## config.mk

```make
export PLATFORM = sky130hd
export DESIGN_NAME = can_acceptance_mask_regs
export DESIGN_NICKNAME = d
export VERILOG_FILES = /design/src/cam_pkg.sv /design/src/cam_cmp_if.sv /design/src/cam_accept_cmp.sv /design/src/can_acceptance_mask_regs.sv
export SDC_FILE = /design/constraint.sdc
export NUM_CORES = 1
export LEC_CHECK = 0
export ABC_AREA = 1
export BUFFER_PORTS_ARGS = -buffer_cell sky130_fd_sc_hd__buf_2
export CORE_AREA = 4 4 112 93
export DETAILED_ROUTE_END_ITERATION = 10
export DIE_AREA = 0 0 116 97
export PLACE_DENSITY = 0.79
export SLEW_MARGIN = 0
export SYNTH_ARGS = -nofsm -noshare
export SYNTH_HDL_FRONTEND = slang
export SYNTH_SLANG_ARGS = --single-unit
```

## constraint.sdc

```tcl
create_clock -name i_clk_sys -period 1.38 [get_ports i_clk_sys]
set_clock_uncertainty 0.2 [all_clocks]
set_input_delay 0.069 -clock i_clk_sys [delete_from_list [all_inputs] [get_ports i_clk_sys]]
set_output_delay 0.069 -clock i_clk_sys [all_outputs]
set_load 0.02 [all_outputs]
```

## src/cam_pkg.sv

```systemverilog
// Constants for the acceptance mask register bank
package cam_pkg;
  // ----------------------------------------------------------------
  // Register map
  // ----------------------------------------------------------------
  localparam logic [7:0] ADDR_MASK0_STD_ID_HIGH = 8'h20;
  localparam logic [7:0] ADDR_MASK0_STD_ID_LOW = 8'h21;
  localparam logic [7:0] ADDR_MASK0_EXT_ID_HIGH = 8'h22;
  localparam logic [7:0] ADDR_MASK0_EXT_ID_LOW = 8'h23;
  localparam logic [7:0] ADDR_MASK1_STD_ID_HIGH = 8'h24;
  localparam logic [7:0] ADDR_MASK1_STD_ID_LOW = 8'h25;
  localparam logic [7:0] ADDR_MASK1_EXT_ID_HIGH = 8'h26;
  localparam logic [7:0] ADDR_MASK1_EXT_ID_LOW = 8'h27;
  localparam int MASK_COUNT = 2;
  localparam int REGS_PER_MASK = 4;
  // Byte index inside one mask block
  localparam logic [1:0] IDX_STD_HIGH = 2'h0;
  localparam logic [1:0] IDX_STD_LOW = 2'h1;
  localparam logic [1:0] IDX_EXT_HIGH = 2'h2;
  localparam logic [1:0] IDX_EXT_LOW = 2'h3;
  // ----------------------------------------------------------------
  // Field layout
  // ----------------------------------------------------------------
  localparam logic [7:0] STD_LOW_IMPL_BITS = 8'he3;
  localparam logic [7:0] FULL_BYTE_BITS = 8'hff;
  localparam int STD_LOW_SID_LSB = 5;
  localparam int STD_LOW_EID_MSB = 1;
  localparam int ID_WIDTH = 29;
  localparam logic [7:0] MASK_RESET = 8'h00;
  localparam logic [1:0] RX_MODE_DATA_FILTER = 2'h0;
endpackage : cam_pkg

```

## src/cam_cmp_if.sv

```systemverilog
// Interface between the mask bank and one acceptance comparator
`timescale 1ns/1ps
`default_nettype none
interface cam_cmp_if;
  logic [28:0] mask_bits;
  logic [28:0] filter_bits;
  logic filter_ext_sel;
  logic [1:0] rx_mode_field;
  logic [10:0] rx_std_id;
  logic [17:0] rx_ext_id;
  logic rx_is_ext;
  logic [7:0] rx_data0;
  logic [7:0] rx_data1;
  logic match;
  modport bank (output mask_bits, filter_bits, filter_ext_sel, rx_mode_field, rx_std_id, rx_ext_id,
                output rx_is_ext, rx_data0, rx_data1, input match);
  modport cmp (input mask_bits, filter_bits, filter_ext_sel, rx_mode_field, rx_std_id, rx_ext_id,
               input rx_is_ext, rx_data0, rx_data1, output match);
endinterface : cam_cmp_if
`default_nettype wire

```

## src/cam_accept_cmp.sv

```systemverilog
// Acceptance comparator for one mask and its filter
`timescale 1ns/1ps
`default_nettype none
module cam_accept_cmp (
  cam_cmp_if.cmp bus
);
  logic [28:0] rx_bits;
  logic [28:0] cmp_en;
  logic type_ok;
  logic data_filter;

  // ----------------------------------------------------------------
  // Received bits lined up with the mask layout
  // ----------------------------------------------------------------
  always_comb begin
    data_filter = (bus.rx_mode_field == cam_pkg::RX_MODE_DATA_FILTER) && !bus.filter_ext_sel;
    type_ok = (bus.rx_is_ext == bus.filter_ext_sel);
    if (bus.rx_is_ext) begin
      rx_bits = {bus.rx_std_id, bus.rx_ext_id};
      cmp_en = {29{1'b1}};
    end else if (data_filter) begin
      // Extended bytes of the mask act on the first two data bytes
      rx_bits = {bus.rx_std_id, 2'h0, bus.rx_data0, bus.rx_data1};
      cmp_en = {{11{1'b1}}, 2'h0, {16{1'b1}}};
    end else begin
      rx_bits = {bus.rx_std_id, 18'h00000};
      cmp_en = {{11{1'b1}}, 18'h00000};
    end
  end

  // Mask bit zero makes the bit a don't-care
  assign bus.match = type_ok && ~|((rx_bits ^ bus.filter_bits) & bus.mask_bits & cmp_en);
endmodule : cam_accept_cmp
`default_nettype wire

```

## src/can_acceptance_mask_regs.sv

```systemverilog
// Acceptance mask register bank with its two comparators
`timescale 1ns/1ps
`default_nettype none
module can_acceptance_mask_regs (
  input wire logic i_clk_sys,
  input wire logic i_rst_n,
  input wire logic i_config_mode,
  input wire logic [7:0] i_reg_addr,
  input wire logic i_reg_wr,
  input wire logic [7:0] i_reg_wdata,
  input wire logic i_reg_rd,
  output logic [7:0] o_reg_rdata,
  output logic o_reg_rvalid,
  input wire logic [1:0][28:0] i_filter_bits,
  input wire logic [1:0] i_extended_frame_select,
  input wire logic [1:0][1:0] i_receive_operating_mode_field,
  input wire logic i_rx_valid,
  input wire logic [10:0] i_rx_std_id,
  input wire logic [17:0] i_rx_ext_id,
  input wire logic i_rx_is_ext,
  input wire logic [7:0] i_rx_data0,
  input wire logic [7:0] i_rx_data1,
  output logic [1:0] o_accept,
  output logic o_accept_valid
);
  // ----------------------------------------------------------------
  // Storage
  // ----------------------------------------------------------------
  // Unpacked per byte so every byte has one writer
  logic [7:0] mask_reg [cam_pkg::MASK_COUNT][cam_pkg::REGS_PER_MASK];
  logic addr_hit;
  logic mask_sel;
  logic [1:0] byte_sel;
  logic [7:0] impl_bits;
  logic [7:0] rdata_next;
  logic [1:0] match;
  logic wr_allowed;
  logic rd_visible;

  // ----------------------------------------------------------------
  // Address decode
  // ----------------------------------------------------------------
  // Only the eight mapped bytes hit; any other address stores nothing
  always_comb begin
    addr_hit = 1'b0;
    mask_sel = 1'b0;
    byte_sel = cam_pkg::IDX_STD_HIGH;
    case (i_reg_addr)
      // First mask block
      cam_pkg::ADDR_MASK0_STD_ID_HIGH: begin
        addr_hit = 1'b1;
        byte_sel = cam_pkg::IDX_STD_HIGH;
      end
      cam_pkg::ADDR_MASK0_STD_ID_LOW: begin
        addr_hit = 1'b1;
        byte_sel = cam_pkg::IDX_STD_LOW;
      end
      cam_pkg::ADDR_MASK0_EXT_ID_HIGH: begin
        addr_hit = 1'b1;
        byte_sel = cam_pkg::IDX_EXT_HIGH;
      end
      cam_pkg::ADDR_MASK0_EXT_ID_LOW: begin
        addr_hit = 1'b1;
        byte_sel = cam_pkg::IDX_EXT_LOW;
      end
      // Second mask block
      cam_pkg::ADDR_MASK1_STD_ID_HIGH: begin
        addr_hit = 1'b1;
        mask_sel = 1'b1;
        byte_sel = cam_pkg::IDX_STD_HIGH;
      end
      cam_pkg::ADDR_MASK1_STD_ID_LOW: begin
        addr_hit = 1'b1;
        mask_sel = 1'b1;
        byte_sel = cam_pkg::IDX_STD_LOW;
      end
      cam_pkg::ADDR_MASK1_EXT_ID_HIGH: begin
        addr_hit = 1'b1;
        mask_sel = 1'b1;
        byte_sel = cam_pkg::IDX_EXT_HIGH;
      end
      cam_pkg::ADDR_MASK1_EXT_ID_LOW: begin
        addr_hit = 1'b1;
        mask_sel = 1'b1;
        byte_sel = cam_pkg::IDX_EXT_LOW;
      end
      default: begin
        addr_hit = 1'b0;
        mask_sel = 1'b0;
        byte_sel = cam_pkg::IDX_STD_HIGH;
      end
    endcase
  end

  // Bits 4 to 2 of the standard low byte hold no storage
  always_comb begin
    if (byte_sel == cam_pkg::IDX_STD_LOW) begin
      impl_bits = cam_pkg::STD_LOW_IMPL_BITS;
    end else begin
      impl_bits = cam_pkg::FULL_BYTE_BITS;
    end
  end

  // ----------------------------------------------------------------
  // Access qualifiers
  // ----------------------------------------------------------------
  // A write outside configuration mode is dropped without answer
  assign wr_allowed = i_reg_wr && addr_hit && i_config_mode;
  // Reads outside configuration mode show zero; the stored masks stay
  assign rd_visible = addr_hit && i_config_mode;

  // ----------------------------------------------------------------
  // Register writes
  // ----------------------------------------------------------------
  // Each byte has its own enable, so only the addressed byte moves
  for (genvar m = 0; m < cam_pkg::MASK_COUNT; m++) begin : g_mask
    for (genvar r = 0; r < cam_pkg::REGS_PER_MASK; r++) begin : g_byte
      logic wr_en;
      assign wr_en = wr_allowed && (mask_sel == 1'(m)) && (byte_sel == 2'(r));
      always_ff @(posedge i_clk_sys or negedge i_rst_n) begin
        if (!i_rst_n) begin
          mask_reg[m][r] <= cam_pkg::MASK_RESET;
        end else if (wr_en) begin
          mask_reg[m][r] <= i_reg_wdata & impl_bits;
        end
      end
    end
  end

  // ----------------------------------------------------------------
  // Register reads
  // ----------------------------------------------------------------
  always_comb begin
    if (rd_visible) begin
      rdata_next = mask_reg[mask_sel][byte_sel] & impl_bits;
    end else begin
      rdata_next = 8'h00;
    end
  end

  // Read strobe answered one edge later
  always_ff @(posedge i_clk_sys or negedge i_rst_n) begin
    if (!i_rst_n) begin
      o_reg_rvalid <= 1'b0;
    end else begin
      o_reg_rvalid <= i_reg_rd;
    end
  end

  // Read data holds until the next read
  always_ff @(posedge i_clk_sys or negedge i_rst_n) begin
    if (!i_rst_n) begin
      o_reg_rdata <= 8'h00;
    end else if (i_reg_rd) begin
      o_reg_rdata <= rdata_next;
    end
  end

  // ----------------------------------------------------------------
  // Comparators, one per mask
  // ----------------------------------------------------------------
  // Mask n pairs with filter n and mode field n; the stored mask acts in every mode
  for (genvar g = 0; g < cam_pkg::MASK_COUNT; g++) begin : g_cmp
    cam_cmp_if cif ();
    logic [28:0] mask_vec;
    assign mask_vec = {mask_reg[g][cam_pkg::IDX_STD_HIGH],
                       mask_reg[g][cam_pkg::IDX_STD_LOW][7:cam_pkg::STD_LOW_SID_LSB],
                       mask_reg[g][cam_pkg::IDX_STD_LOW][cam_pkg::STD_LOW_EID_MSB:0],
                       mask_reg[g][cam_pkg::IDX_EXT_HIGH],
                       mask_reg[g][cam_pkg::IDX_EXT_LOW]};
    assign cif.mask_bits = mask_vec;
    assign cif.filter_bits = i_filter_bits[g];
    assign cif.filter_ext_sel = i_extended_frame_select[g];
    assign cif.rx_mode_field = i_receive_operating_mode_field[g];
    assign cif.rx_std_id = i_rx_std_id;
    assign cif.rx_ext_id = i_rx_ext_id;
    assign cif.rx_is_ext = i_rx_is_ext;
    assign cif.rx_data0 = i_rx_data0;
    assign cif.rx_data1 = i_rx_data1;
    assign match[g] = cif.match;
    cam_accept_cmp u_cmp (
      .bus(cif.cmp)
    );
  end

  // ----------------------------------------------------------------
  // Acceptance result
  // ----------------------------------------------------------------
  // Valid strobe one edge after the frame strobe
  always_ff @(posedge i_clk_sys or negedge i_rst_n) begin
    if (!i_rst_n) begin
      o_accept_valid <= 1'b0;
    end else begin
      o_accept_valid <= i_rx_valid;
    end
  end

  // Result holds until the next frame
  always_ff @(posedge i_clk_sys or negedge i_rst_n) begin
    if (!i_rst_n) begin
      o_accept <= 2'h0;
    end else if (i_rx_valid) begin
      o_accept <= match;
    end
  end
endmodule : can_acceptance_mask_regs
`default_nettype wire

```

==> out/metrics.csv, run 1 <==
stage;metric;value;unit
placement;Detail Placement HPWL;11600;um
clock_network;Reg clk slew, reported paths;0.06;ns
placement;RePlAce Congestion;0.861;
finish;Syn-to-layout area delta;37.9;%
drt;drt first pass iters;5;
drt;DRT iter0 DRCs;590;
global_routing;pin count of the biggest net entering global routing;71;
synthesis;main area contributors after synthesis;dfrtp_1, nand2_1, nand3_1;
finish;post-route cell area;6500;um2
synthesis;Primary FF master, synth;dfrtp_1;
sta;Final Cycle Share;108;%
status;status;finished, violations left;
critical_path;CP Capture Type;flop;
sta;Final Max Tran Viols;0;
synthesis;Seq/Total Area, Yosys;37.1;%
finish;area of the multi-input gates;2660;um2
floorplanning;die area;11300;um2
critical_path;Crit Path Max Fanout;2;
floorplanning;die width;116;um
floorplanning;starting density of the core;50.3;%
clock_network;H-tree levels;3;
sta;final setup violation count;2;
synthesis;cells after synthesis;710;
synthesis;FF+latch count, synth;70;
placement;pre-CTS setup slack;-0.397;ns
critical_path;R2R setup slack;-0.11;ns
critical_path;crit path DAT;1.57;ns
clock_network;Clock Tree Buf Depth;2;
sta;Fin. Hold Viols;2;
sta;worst hold margin;-0.0218;ns
drt;Routed Antenna Nets;0;
synthesis;syn_nets;842;
finish;filler cell count;761;
drt;Vias/cell;5.34;
clock_network;root buf cell;clkbuf_16;
synthesis;area leader, netlist;dfrtp_1;
global_routing;first-pass GRT wire length;24700;um
global_routing;initial antenna violation count;0;
floorplanning;CORE AREA;9370;um2
finish;final net count;1051;
sta;Max-slew headroom;53.2;%
placement;PortBufs;143;
synthesis;top-count cell post-synth;nand2_1;
critical_path;reg2reg path depth;6;
critical_path;CP startpoint kind;flop;
clock_network;worst-skew pair later-pin latency;0.34;ns
synthesis;syn avg cell area;6.64;um2
worst_hold_path;hold depth;5;
finish;antenna cells;0;
global_routing;Remaining Overflow, GRT;0;
synthesis;Post-synth top cells;nand2_1, nand3_1, dfrtp_1, o21ai_1, inv_1;
clock_network;total CTS buffers;9;
run;Max-Cap Viols;0;
drt;post-DR wirelength/cell;14.9;um
synthesis;Post-synth ARST share;100;%
critical_path;Reg2Reg Launch Point;g_cmp[0].cif.mask_bits[26]$_DFFE_PN0P_;
floorplanning;DIE HEIGHT;97;um
power_and_ir_drop;Power Density;862;nW/um2
sta;fmax;0.671;GHz
synthesis;Syn Std Cell Area;4720;um2
worst_hold_path;hold path startpoint;i_rx_valid;
global_routing;GRT Total Usage;27.6;%
critical_path;CP Class;flop to flop;
drt;final WL;15600;um
power_and_ir_drop;Leak;3.53;nW
critical_path;worst path required time;1.46;ns
sta;Worst-Margin Slew;0.702;ns
sta;Worst Slack Setup Final;-0.109;ns
power_and_ir_drop;worst vdd ir;0.757;mV
worst_hold_path;Hold Crit Class;input port to flop;
synthesis;count of cell types in the netlist;31;
floorplanning;row cnt;32;
sta;RSZ-0062 raised after global routing;true;
synthesis;YS warnings;0;
status;failing checks;hold timing, setup timing;
sta;fin crit period;1.49;ns
worst_hold_path;WHS Endpoint;o_accept[1]$_DFFE_PN0P_;
placement;area post-placement;5870;um2
finish;storage element area;1750;um2
global_routing;vias in the first global route;5345;
clock_network;CTS Sinks;70;
clock_network;CTS tree;built;
drt;drt drc;0;
synthesis;number of flops mapped to enable cells by yosys;0;
floorplanning;IO Pins;144;
critical_path;worst reg2reg path endpoint;o_accept[0]$_DFFE_PN0P_;
drt;via count;5568;
finish;fraction of layout cells with a size suffix above 1;29.5;%
synthesis;share of Yosys cell area claimed by the top area cell type;37.1;%
==> cell type report <==
class | count | share of cell area, %
clock buffers | 13 | 4.31
clock inverters | 3 | 0.616
inverters | 53 | 3.17
multi-input cells | 562 | 40.9
flip-flops and latches | 70 | 26.9
well taps | 119 | 2.29
repair buffers | 223 | 21.8
==> where the power goes <==
group / total, mW / leakage (nW) / switching [mW] / internal, mW
sequential: 2.14 / 0.964 / 0.0344 / 2.10
combinational: 1.02 / 2.41 / 0.554 / 0.461
clock: 2.45 / 0.162 / 0.863 / 1.59
==> placed cells by master, fill, tap and decap left out <==
cell,n
a211oi_2,2
a21oi_1,13
a21oi_2,3
buf_12,5
buf_2,143
buf_4,61
buf_6,1
bufinv_16,1
clkbuf_16,9
clkbuf_8,4
clkinv_1,1
clkinv_2,2
dfrtp_1,70
dlygate4sd3_1,13
inv_1,48
inv_2,2
inv_4,1
inv_6,1
nand2_1,305
nand2_2,3
nand2_4,8
nand3_1,86
nand3_2,1
nand3_4,1
nand4_1,6
nor2_1,27
nor2_2,3
nor2_4,2
nor2_8,3
nor3_2,5
o211ai_1,3
o21a_1,1
o21ai_0,8
o21ai_1,61
o21ai_2,8
o221ai_1,1
o22ai_1,2
o31ai_1,2
or2_2,4
xor2_1,4
==> per-layer routing <==
layer  vias to the layer above  wire length, um  GRT usage, %
li1                       2713                -             -
met1                      2523             5950          34.7
met2                       291             7660          46.5
met3                        41             1570          6.69
met4                         0              389          8.56
met5                         -                0             0
==> state kept, by name, summed over array words and instances, names as in the netlist <==
signal / cells
g_cmp.cif.mask_bits: 58
o_accept: 2
o_accept_valid: 1
o_reg_rdata: 8
o_reg_rvalid: 1
==> kinds of logic after synthesis <==
group                     Yosys count  share of synthesized area [%]
DFF                                70                           37.1
and+or+nand+nor                   454                           41.9
xor gates and xnor gates            4                          0.743
buffers and inverters              78                           8.28
AOI/OAI and AO/OA                 104                           11.9
==> how the worst max path moves through the flow <==
stage,cells past startpoint,end,startpoint
after global placement,13,o_accept[1]$_DFFE_PN0P_,i_rx_is_ext
after global routing,7,o_accept[1]$_DFFE_PN0P_,g_cmp[1].cif.mask_bits[27]$_DFFE_PN0P_
after CTS,7,o_accept[0]$_DFFE_PN0P_,g_cmp[0].cif.mask_bits[18]$_DFFE_PN0P_
final,6,o_accept[0]$_DFFE_PN0P_,g_cmp[0].cif.mask_bits[26]$_DFFE_PN0P_
after detailed placement,13,o_accept[1]$_DFFE_PN0P_,i_rx_is_ext
after floorplan,10,g_cmp[0].cif.mask_bits[6]$_DFFE_PN0P_,i_reg_addr[5]
==> through the flow <==
step	hold WS, ns	total power, mW	instances	setup TNS, ns	utilization (%)
after floorplan	-0.427	2.58	710	0	-
after global placement	-0.0791	3.05	1003	-9.78	62.7
after detailed placement	-0.0806	3.08	1003	-13.91	62.7
after CTS	-0.228	5.55	1036	-0.0969	68.0
after global routing	-0.00444	5.82	1043	-0.343	69.4
final	-0.0218	5.61	1043	-0.208	69.4
==> timing repair <==
action	CTS	global route
buffers inserted	6	5
hold buffers	11	2
pin swaps	11	13
endpoints found under the hold margin	116	2
resized for setup	10	22
gates cloned	0	0
endpoints found under the setup margin	2	13
==> critical path, cell delays in order (launching register included) <==
cell and delay, ns:
dfrtp_1 0.37, o21a_1 0.12, a211oi_2 0.32, nand2_1 0.16
a21oi_2 0.14, nand2_1 0.06, nand2_1 0.06
Note: power is estimated with default switching activity, not from simulation.
==> inputs of run 2 (changes only) <==
- CORE_AREA: 4 4 112 93 -> 4 4 101 103
- DIE_AREA: 0 0 116 97 -> 0 0 105 107
==> out/metrics.csv, run 2 (synthesis results as in run 1) <==
stage;metric;value;unit;change
finish;area of the multi-input gates;2640;um2;-0.71%
power_and_ir_drop;Power Density;769;nW/um2;-11%
drt;final WL;15800;um;+1.3%
critical_path;crit path DAT;1.62;ns;+0.05 ns
clock_network;Reg clk slew, reported paths;0.08;ns;+0.02 ns
floorplanning;starting density of the core;51.3;%;+0.95 points
run;Max-Cap Viols;0;;unchanged
finish;commonest cells after routing, fill and taps aside;nand2_1, buf_2, nand3_1;;
floorplanning;IO Pins;144;;unchanged
placement;PortBufs;143;;unchanged
global_routing;GRT Total Usage;27.8;%;+0.21 points
global_routing;first-pass GRT wire length;25100;um;+1.5%
global_routing;vias in the first global route;5316;;-0.54%
clock_network;worst-skew pair later-pin latency;0.37;ns;+0.03 ns
status;failing checks;setup timing;;
drt;Routed Antenna Nets;0;;unchanged
drt;Vias/cell;5.43;;+1.8%
worst_hold_path;Hold Crit Class;input port to flop;;
finish;storage element area;1750;um2;unchanged
finish;final net count;1041;;-0.95%
drt;drt drc;0;;unchanged
critical_path;CP bufs+invs;0;;unchanged
critical_path;CP most frequent cell;nand2_1;;
critical_path;CP max stage delay;0.40;ns;+0.03 ns
critical_path;worst path required time;1.48;ns;+0.02 ns
finish;antenna cells;0;;unchanged
sta;Worst Slack Setup Final;-0.135;ns;-0.0258 ns
clock_network;Clock Tree Buf Depth;2;;unchanged
critical_path;Crit Path Max Fanout;2;;unchanged
sta;final setup violation count;2;;unchanged
floorplanning;die width;105;um;-9.5%
floorplanning;die area;11200;um2;-0.15%
floorplanning;DIE HEIGHT;107;um;+10%
critical_path;CP max-delay cell;dfrtp_1;;
critical_path;Crit path max-delay family;simple AND/OR/NAND/NOR gates;;
critical_path;CP Class;flop to flop;;
sta;RSZ-0062 raised after global routing;true;;
sta;fmax;0.660;GHz;-1.7%
floorplanning;CORE AREA;9200;um2;-1.8%
clock_network;CTS Sinks;70;;unchanged
global_routing;initial antenna violation count;0;;unchanged
clock_network;CTS tree;built;;
sta;Worst-Margin Slew;0.712;ns;+0.00942 ns
sta;Final Cycle Share;110;%;+1.9 points
power_and_ir_drop;worst vdd ir;0.523;mV;-31%
sta;Final Max Tran Viols;0;;unchanged
sta;Max-slew headroom;52.6;%;-0.63 points
drt;post-DR wirelength/cell;15.4;um;+3.1%
finish;fin util;68.0;%;-1.4 points
critical_path;CP Capture Type;flop;;
clock_network;root buf cell;clkbuf_8;;
placement;DP Cell Count;993;;-1.0%
sta;setup_tns;-0.234;ns;-0.0262 ns
finish;Syn-to-layout area delta;32.7;%;
drt;DRT iter0 DRCs;421;;-29%
clock_network;total CTS buffers;9;;unchanged
drt;via count;5569;;+0.018%
finish;filler cell count;801;;+5.3%
finish;max FFs per register;58;;unchanged
sta;fin crit period;1.52;ns;+0.0258 ns
placement;RePlAce Congestion;0.919;;+6.7%
clock_network;H-tree levels;3;;unchanged
critical_path;CP startpoint kind;flop;;
finish;Final Instance Count excl. Fillers;1025;;-1.7%
power_and_ir_drop;Leak;3.40;nW;-3.7%
global_routing;pin count of the biggest net entering global routing;71;;unchanged
drt;drt first pass iters;6;;+1
global_routing;Remaining Overflow, GRT;0;;unchanged
finish;fraction of layout cells with a size suffix above 1;28.3;%;-1.2 points
status;status;finished, violations left;;
critical_path;Cell Chain, Critical Path;nand3_1 -> o211ai_1 -> nor3_2 -> nand2_4 -> a21oi_4 -> nand2_1 -> nand2_1;;
sta;Fin. Hold Viols;0;;-2
floorplanning;row cnt;35;;+9.4%
placement;Detail Placement HPWL;11900;um;+3.0%
finish;most common cell after layout, fill and taps aside;nand2_1;;
## run 2: through the flow
step	hold slack, ns	power (mW)	cell area, um2	worst slack, ns
after floorplan	-0.427	2.58	4720	0.00468
after global placement	-0.0829	3.05	5830	-0.320
after detailed placement	-0.0768	3.09	5830	-0.301
after CTS	0.00318	4.80	6230	-0.138
after global routing	0.0623	5.01	6260	-0.202
final	0.0186	4.81	6260	-0.135
## run 2: power breakdown
part / leakage, nW / internal [mW] / total (mW) / switching [mW]
Sequential: 0.964 / 2.10 / 2.14 / 0.0367
Clock: 0.103 / 0.839 / 1.68 / 0.836
Combinational: 2.34 / 0.443 / 1.00 / 0.557
Total: 3.40 / 3.38 / 4.81 / 1.43
## run 2: cell type report
type	count	share of cell area, %
clock buffer	9	1.98
clock inverter	7	1.20
inverter	53	3.20
multi-input combinational	562	42.2
sequential	70	28.0
tap	111	2.22
timing repair buffer	213	21.2
## run 2: layer usage
layer	routed length, um	vias up	track usage [%]	share of wire, %
met5	0	-	0	0
met4	548	0	9.47	3.5
met3	1170	53	5.78	7.4
met2	7970	236	50.1	51
met1	6070	2580	32.9	39
li1	-	2700	-	-
## run 2: path summary, 6_finish.rpt
kind / from / end / slack [ns] / depth (start not counted)
setup reg to reg: g_cmp[0].cif.mask_bits[28]$_DFFE_PN0P_ / o_accept[0]$_DFFE_PN0P_ / -0.14 / 7
max in group asynchronous: i_rst_n / g_cmp[0].cif.mask_bits[0]$_DFFE_PN0P_ / 0.62 / 3
min in group asynchronous: i_rst_n / g_cmp[1].cif.mask_bits[8]$_DFFE_PN0P_ / 0.06 / 3
hold / removal: i_rx_is_ext / o_accept[1]$_DFFE_PN0P_ / 0.02 / 5
hold reg to reg: o_reg_rdata[7]$_DFFE_PN0P_ / o_reg_rdata[7]$_DFFE_PN0P_ / 0.29 / 2
setup / recovery: g_cmp[0].cif.mask_bits[28]$_DFFE_PN0P_ / o_accept[0]$_DFFE_PN0P_ / -0.14 / 7
## run 2: timing repair
item	CTS	global route
setup endpoints to repair	2	6
hold buffers	14	0
buffers inserted	2	0
gates cloned	0	0
resized for setup	11	11
hold endpoints to repair	136	0
pin swaps	8	6
## run 2: worst reg2reg max path, delay by kind of cell (launching register included)
kind	cells	cell delay, ns
compound gates	2	0.31
flops	1	0.40
simple gates	5	0.56
==> inputs of run 3 (changes only) <==
- CORE_AREA: 4 4 101 103 -> 4 4 99 101
- CTS_BUF_LIST: not set -> sky130_fd_sc_hd__clkbuf_2
- DIE_AREA: 0 0 105 107 -> 0 0 103 105
- PLACE_DENSITY: 0.79 -> 0.82
==> out/metrics.csv, run 3 (synthesis results as in run 1) <==
stage;metric;value;unit;change
floorplanning;IO Pins;144;;unchanged
sta;Final Cycle Share;110;%;+0.52 points
critical_path;CP most frequent cell;nand2_1;;
drt;final WL;18600;um;+18%
clock_network;root buf cell;clkbuf_2;;
sta;Worst-Margin Slew;0.371;ns;-0.341 ns
finish;most common cell after layout, fill and taps aside;nand2_1;;
drt;Routed Antenna Nets;0;;unchanged
floorplanning;starting density of the core;52.3;%;+1.0 points
clock_network;total CTS buffers;9;;unchanged
critical_path;Crit path max-delay family;simple AND/OR/NAND/NOR gates;;
floorplanning;die width;103;um;-1.9%
sta;final setup violation count;12;;+10
sta;fin crit period;1.52;ns;+0.00713 ns
placement;area post-placement;5800;um2;-0.56%
power_and_ir_drop;Power Density;623;nW/um2;-19%
critical_path;CP Class;input port to flop;;
global_routing;Remaining Overflow, GRT;0;;unchanged
finish;max FFs per register;58;;unchanged
global_routing;pin count of the biggest net entering global routing;66;;-7.0%
critical_path;crit path DAT;1.81;ns;+0.19 ns
drt;Vias/cell;5.69;;+4.8%
finish;Syn-to-layout area delta;48.7;%;
critical_path;Crit Path Max Fanout;4;;+2
sta;Fin. Hold Viols;0;;unchanged
critical_path;CP max-delay cell;dlygate4sd3_1;;
drt;via count;6273;;+13%
sta;Final Max Tran Viols;0;;unchanged
finish;final net count;1118;;+7.4%
clock_network;H-tree levels;3;;unchanged
placement;Detail Placement HPWL;11700;um;-1.7%
sta;worst hold margin;0.0144;ns;-0.00421 ns
placement;RePlAce Congestion;0.910;;-1.0%
sta;Max-slew headroom;75.3;%;+23 points
critical_path;CP max stage delay;0.61;ns;+0.21 ns
global_routing;first-pass GRT wire length;28500;um;+14%
critical_path;CP Capture Type;flop;;
status;failing checks;setup timing;;
sta;setup_tns;-0.483;ns;-0.249 ns
drt;drt drc;0;;unchanged
finish;commonest cells after routing, fill and taps aside;nand2_1, buf_2, dlygate4sd3_1;;
power_and_ir_drop;Tot Pwr;4.37;mW;-9.3%
finish;antenna cells;0;;unchanged
floorplanning;CORE AREA;9020;um2;-1.9%
floorplanning;row cnt;35;;unchanged
sta;Worst Slack Setup Final;-0.142;ns;-0.00713 ns
critical_path;worst path required time;1.67;ns;+0.19 ns
floorplanning;die area;10800;um2;-3.7%
power_and_ir_drop;worst vdd ir;0.348;mV;-33%
global_routing;initial antenna violation count;0;;unchanged
finish;post-route cell area;7010;um2;+12%
power_and_ir_drop;Leak;3.71;nW;+9.1%
status;status;finished, violations left;;
global_routing;GRT Total Usage;33.9;%;+6.1 points
global_routing;vias in the first global route;5904;;+11%
finish;fraction of layout cells with a size suffix above 1;26.1;%;-2.2 points
critical_path;Cell Chain, Critical Path;buf_2 -> dlygate4sd3_1 -> or2_2 -> nand3_1 -> o211ai_1 -> nor3_2 -> nand2_2 -> a21oi_2 -> nand2_1 -> nand2_1;;
critical_path;CP bufs+invs;2;;+2
sta;RSZ-0062 raised after global routing;true;;
sta;fmax;0.657;GHz;-0.47%
placement;pre-CTS setup slack;-0.366;ns;-0.0652 ns
clock_network;CTS Sinks;70;;unchanged
critical_path;CP startpoint kind;input port;;
worst_hold_path;Hold Crit Class;input port to flop;;
clock_network;worst-skew pair later-pin latency;0.55;ns;+0.18 ns
clock_network;Reg clk slew, reported paths;0.19;ns;+0.11 ns
drt;post-DR wirelength/cell;16.9;um;+9.8%
clock_network;Clock Tree Buf Depth;2;;unchanged
floorplanning;DIE HEIGHT;105;um;-1.9%
drt;DRT iter0 DRCs;751;;+78%
placement;PortBufs;143;;unchanged
drt;drt first pass iters;5;;-1
clock_network;CTS tree;built;;
run;Max-Cap Viols;0;;unchanged
-- run 3: power breakdown --
part | leakage [nW] | switching, mW | internal (mW)
combinational | 2.69 | 0.622 | 0.596
clock | 0.0591 | 0.764 | 0.237
sequential | 0.964 | 0.0430 | 2.10
-- run 3: worst paths after layout --
path,from,end,slack [ns],cells past startpoint
setup reg to reg,g_cmp[1].cif.mask_bits[28]$_DFFE_PN0P_,o_accept[1]$_DFFE_PN0P_,-0.13,7
min in group asynchronous,i_rst_n,o_accept_valid$_DFF_PN0_,0.25,3
hold / removal,i_filter_bits[25],o_accept[0]$_DFFE_PN0P_,0.01,8
max in group asynchronous,i_rst_n,g_cmp[0].cif.mask_bits[14]$_DFFE_PN0P_,0.23,4
hold reg to reg,g_cmp[1].cif.mask_bits[16]$_DFFE_PN0P_,g_cmp[1].cif.mask_bits[16]$_DFFE_PN0P_,0.32,2
setup / recovery,i_rx_std_id[10],o_accept[0]$_DFFE_PN0P_,-0.14,10
-- run 3: timing repair --
| item | 4_1_cts | 5_1_grt |
|---|---|---|
| resized for setup | 27 | 20 |
| gates cloned | 0 | 1 |
| pin swaps | 8 | 6 |
| hold buffers | 88 | 1 |
| buffers inserted | 6 | 3 |
| setup endpoints to repair | 13 | 50 |
| endpoints found under the hold margin | 140 | 20 |
-- run 3: through the flow --
stage                     util (%)  cells
after floorplan                  -    710
after global placement        64.3    987
after CTS                     76.4   1097
after detailed placement      64.3    987
after global routing          77.7   1102
final                         77.7   1102
-- run 3: per-layer routing --
metal / vias up / share of wire, % / global-route usage (%)
met4: 0 / 6.2 / 18.6
met1: 2787 / 35 / 42.3
met5: - / 0 / 0
li1: 2851 / - / -
met2: 517 / 47 / 54.0
met3: 118 / 12 / 6.81
-- run 3: worst reg2reg max path, stage by stage, from the launching register on --
cell      delay, ns
dfrtp_1        0.46
nand2_2        0.11
o22ai_4        0.09
a211oi_2       0.16
nand3_1        0.13
a21oi_2        0.17
nand2_1        0.07
nand2_1        0.06
-- run 3: layout make-up --
| class | instances | area [um2] |
|---|---|---|
| fillers | 590 | 2010 |
| clock buffers | 11 | 55.1 |
| inverters | 53 | 199 |
| repair buffers | 290 | 2200 |
| multi-input cells | 562 | 2650 |
| flip-flops and latches | 70 | 1750 |
| clock inverters | 5 | 26.3 |
| well taps | 111 | 139 |
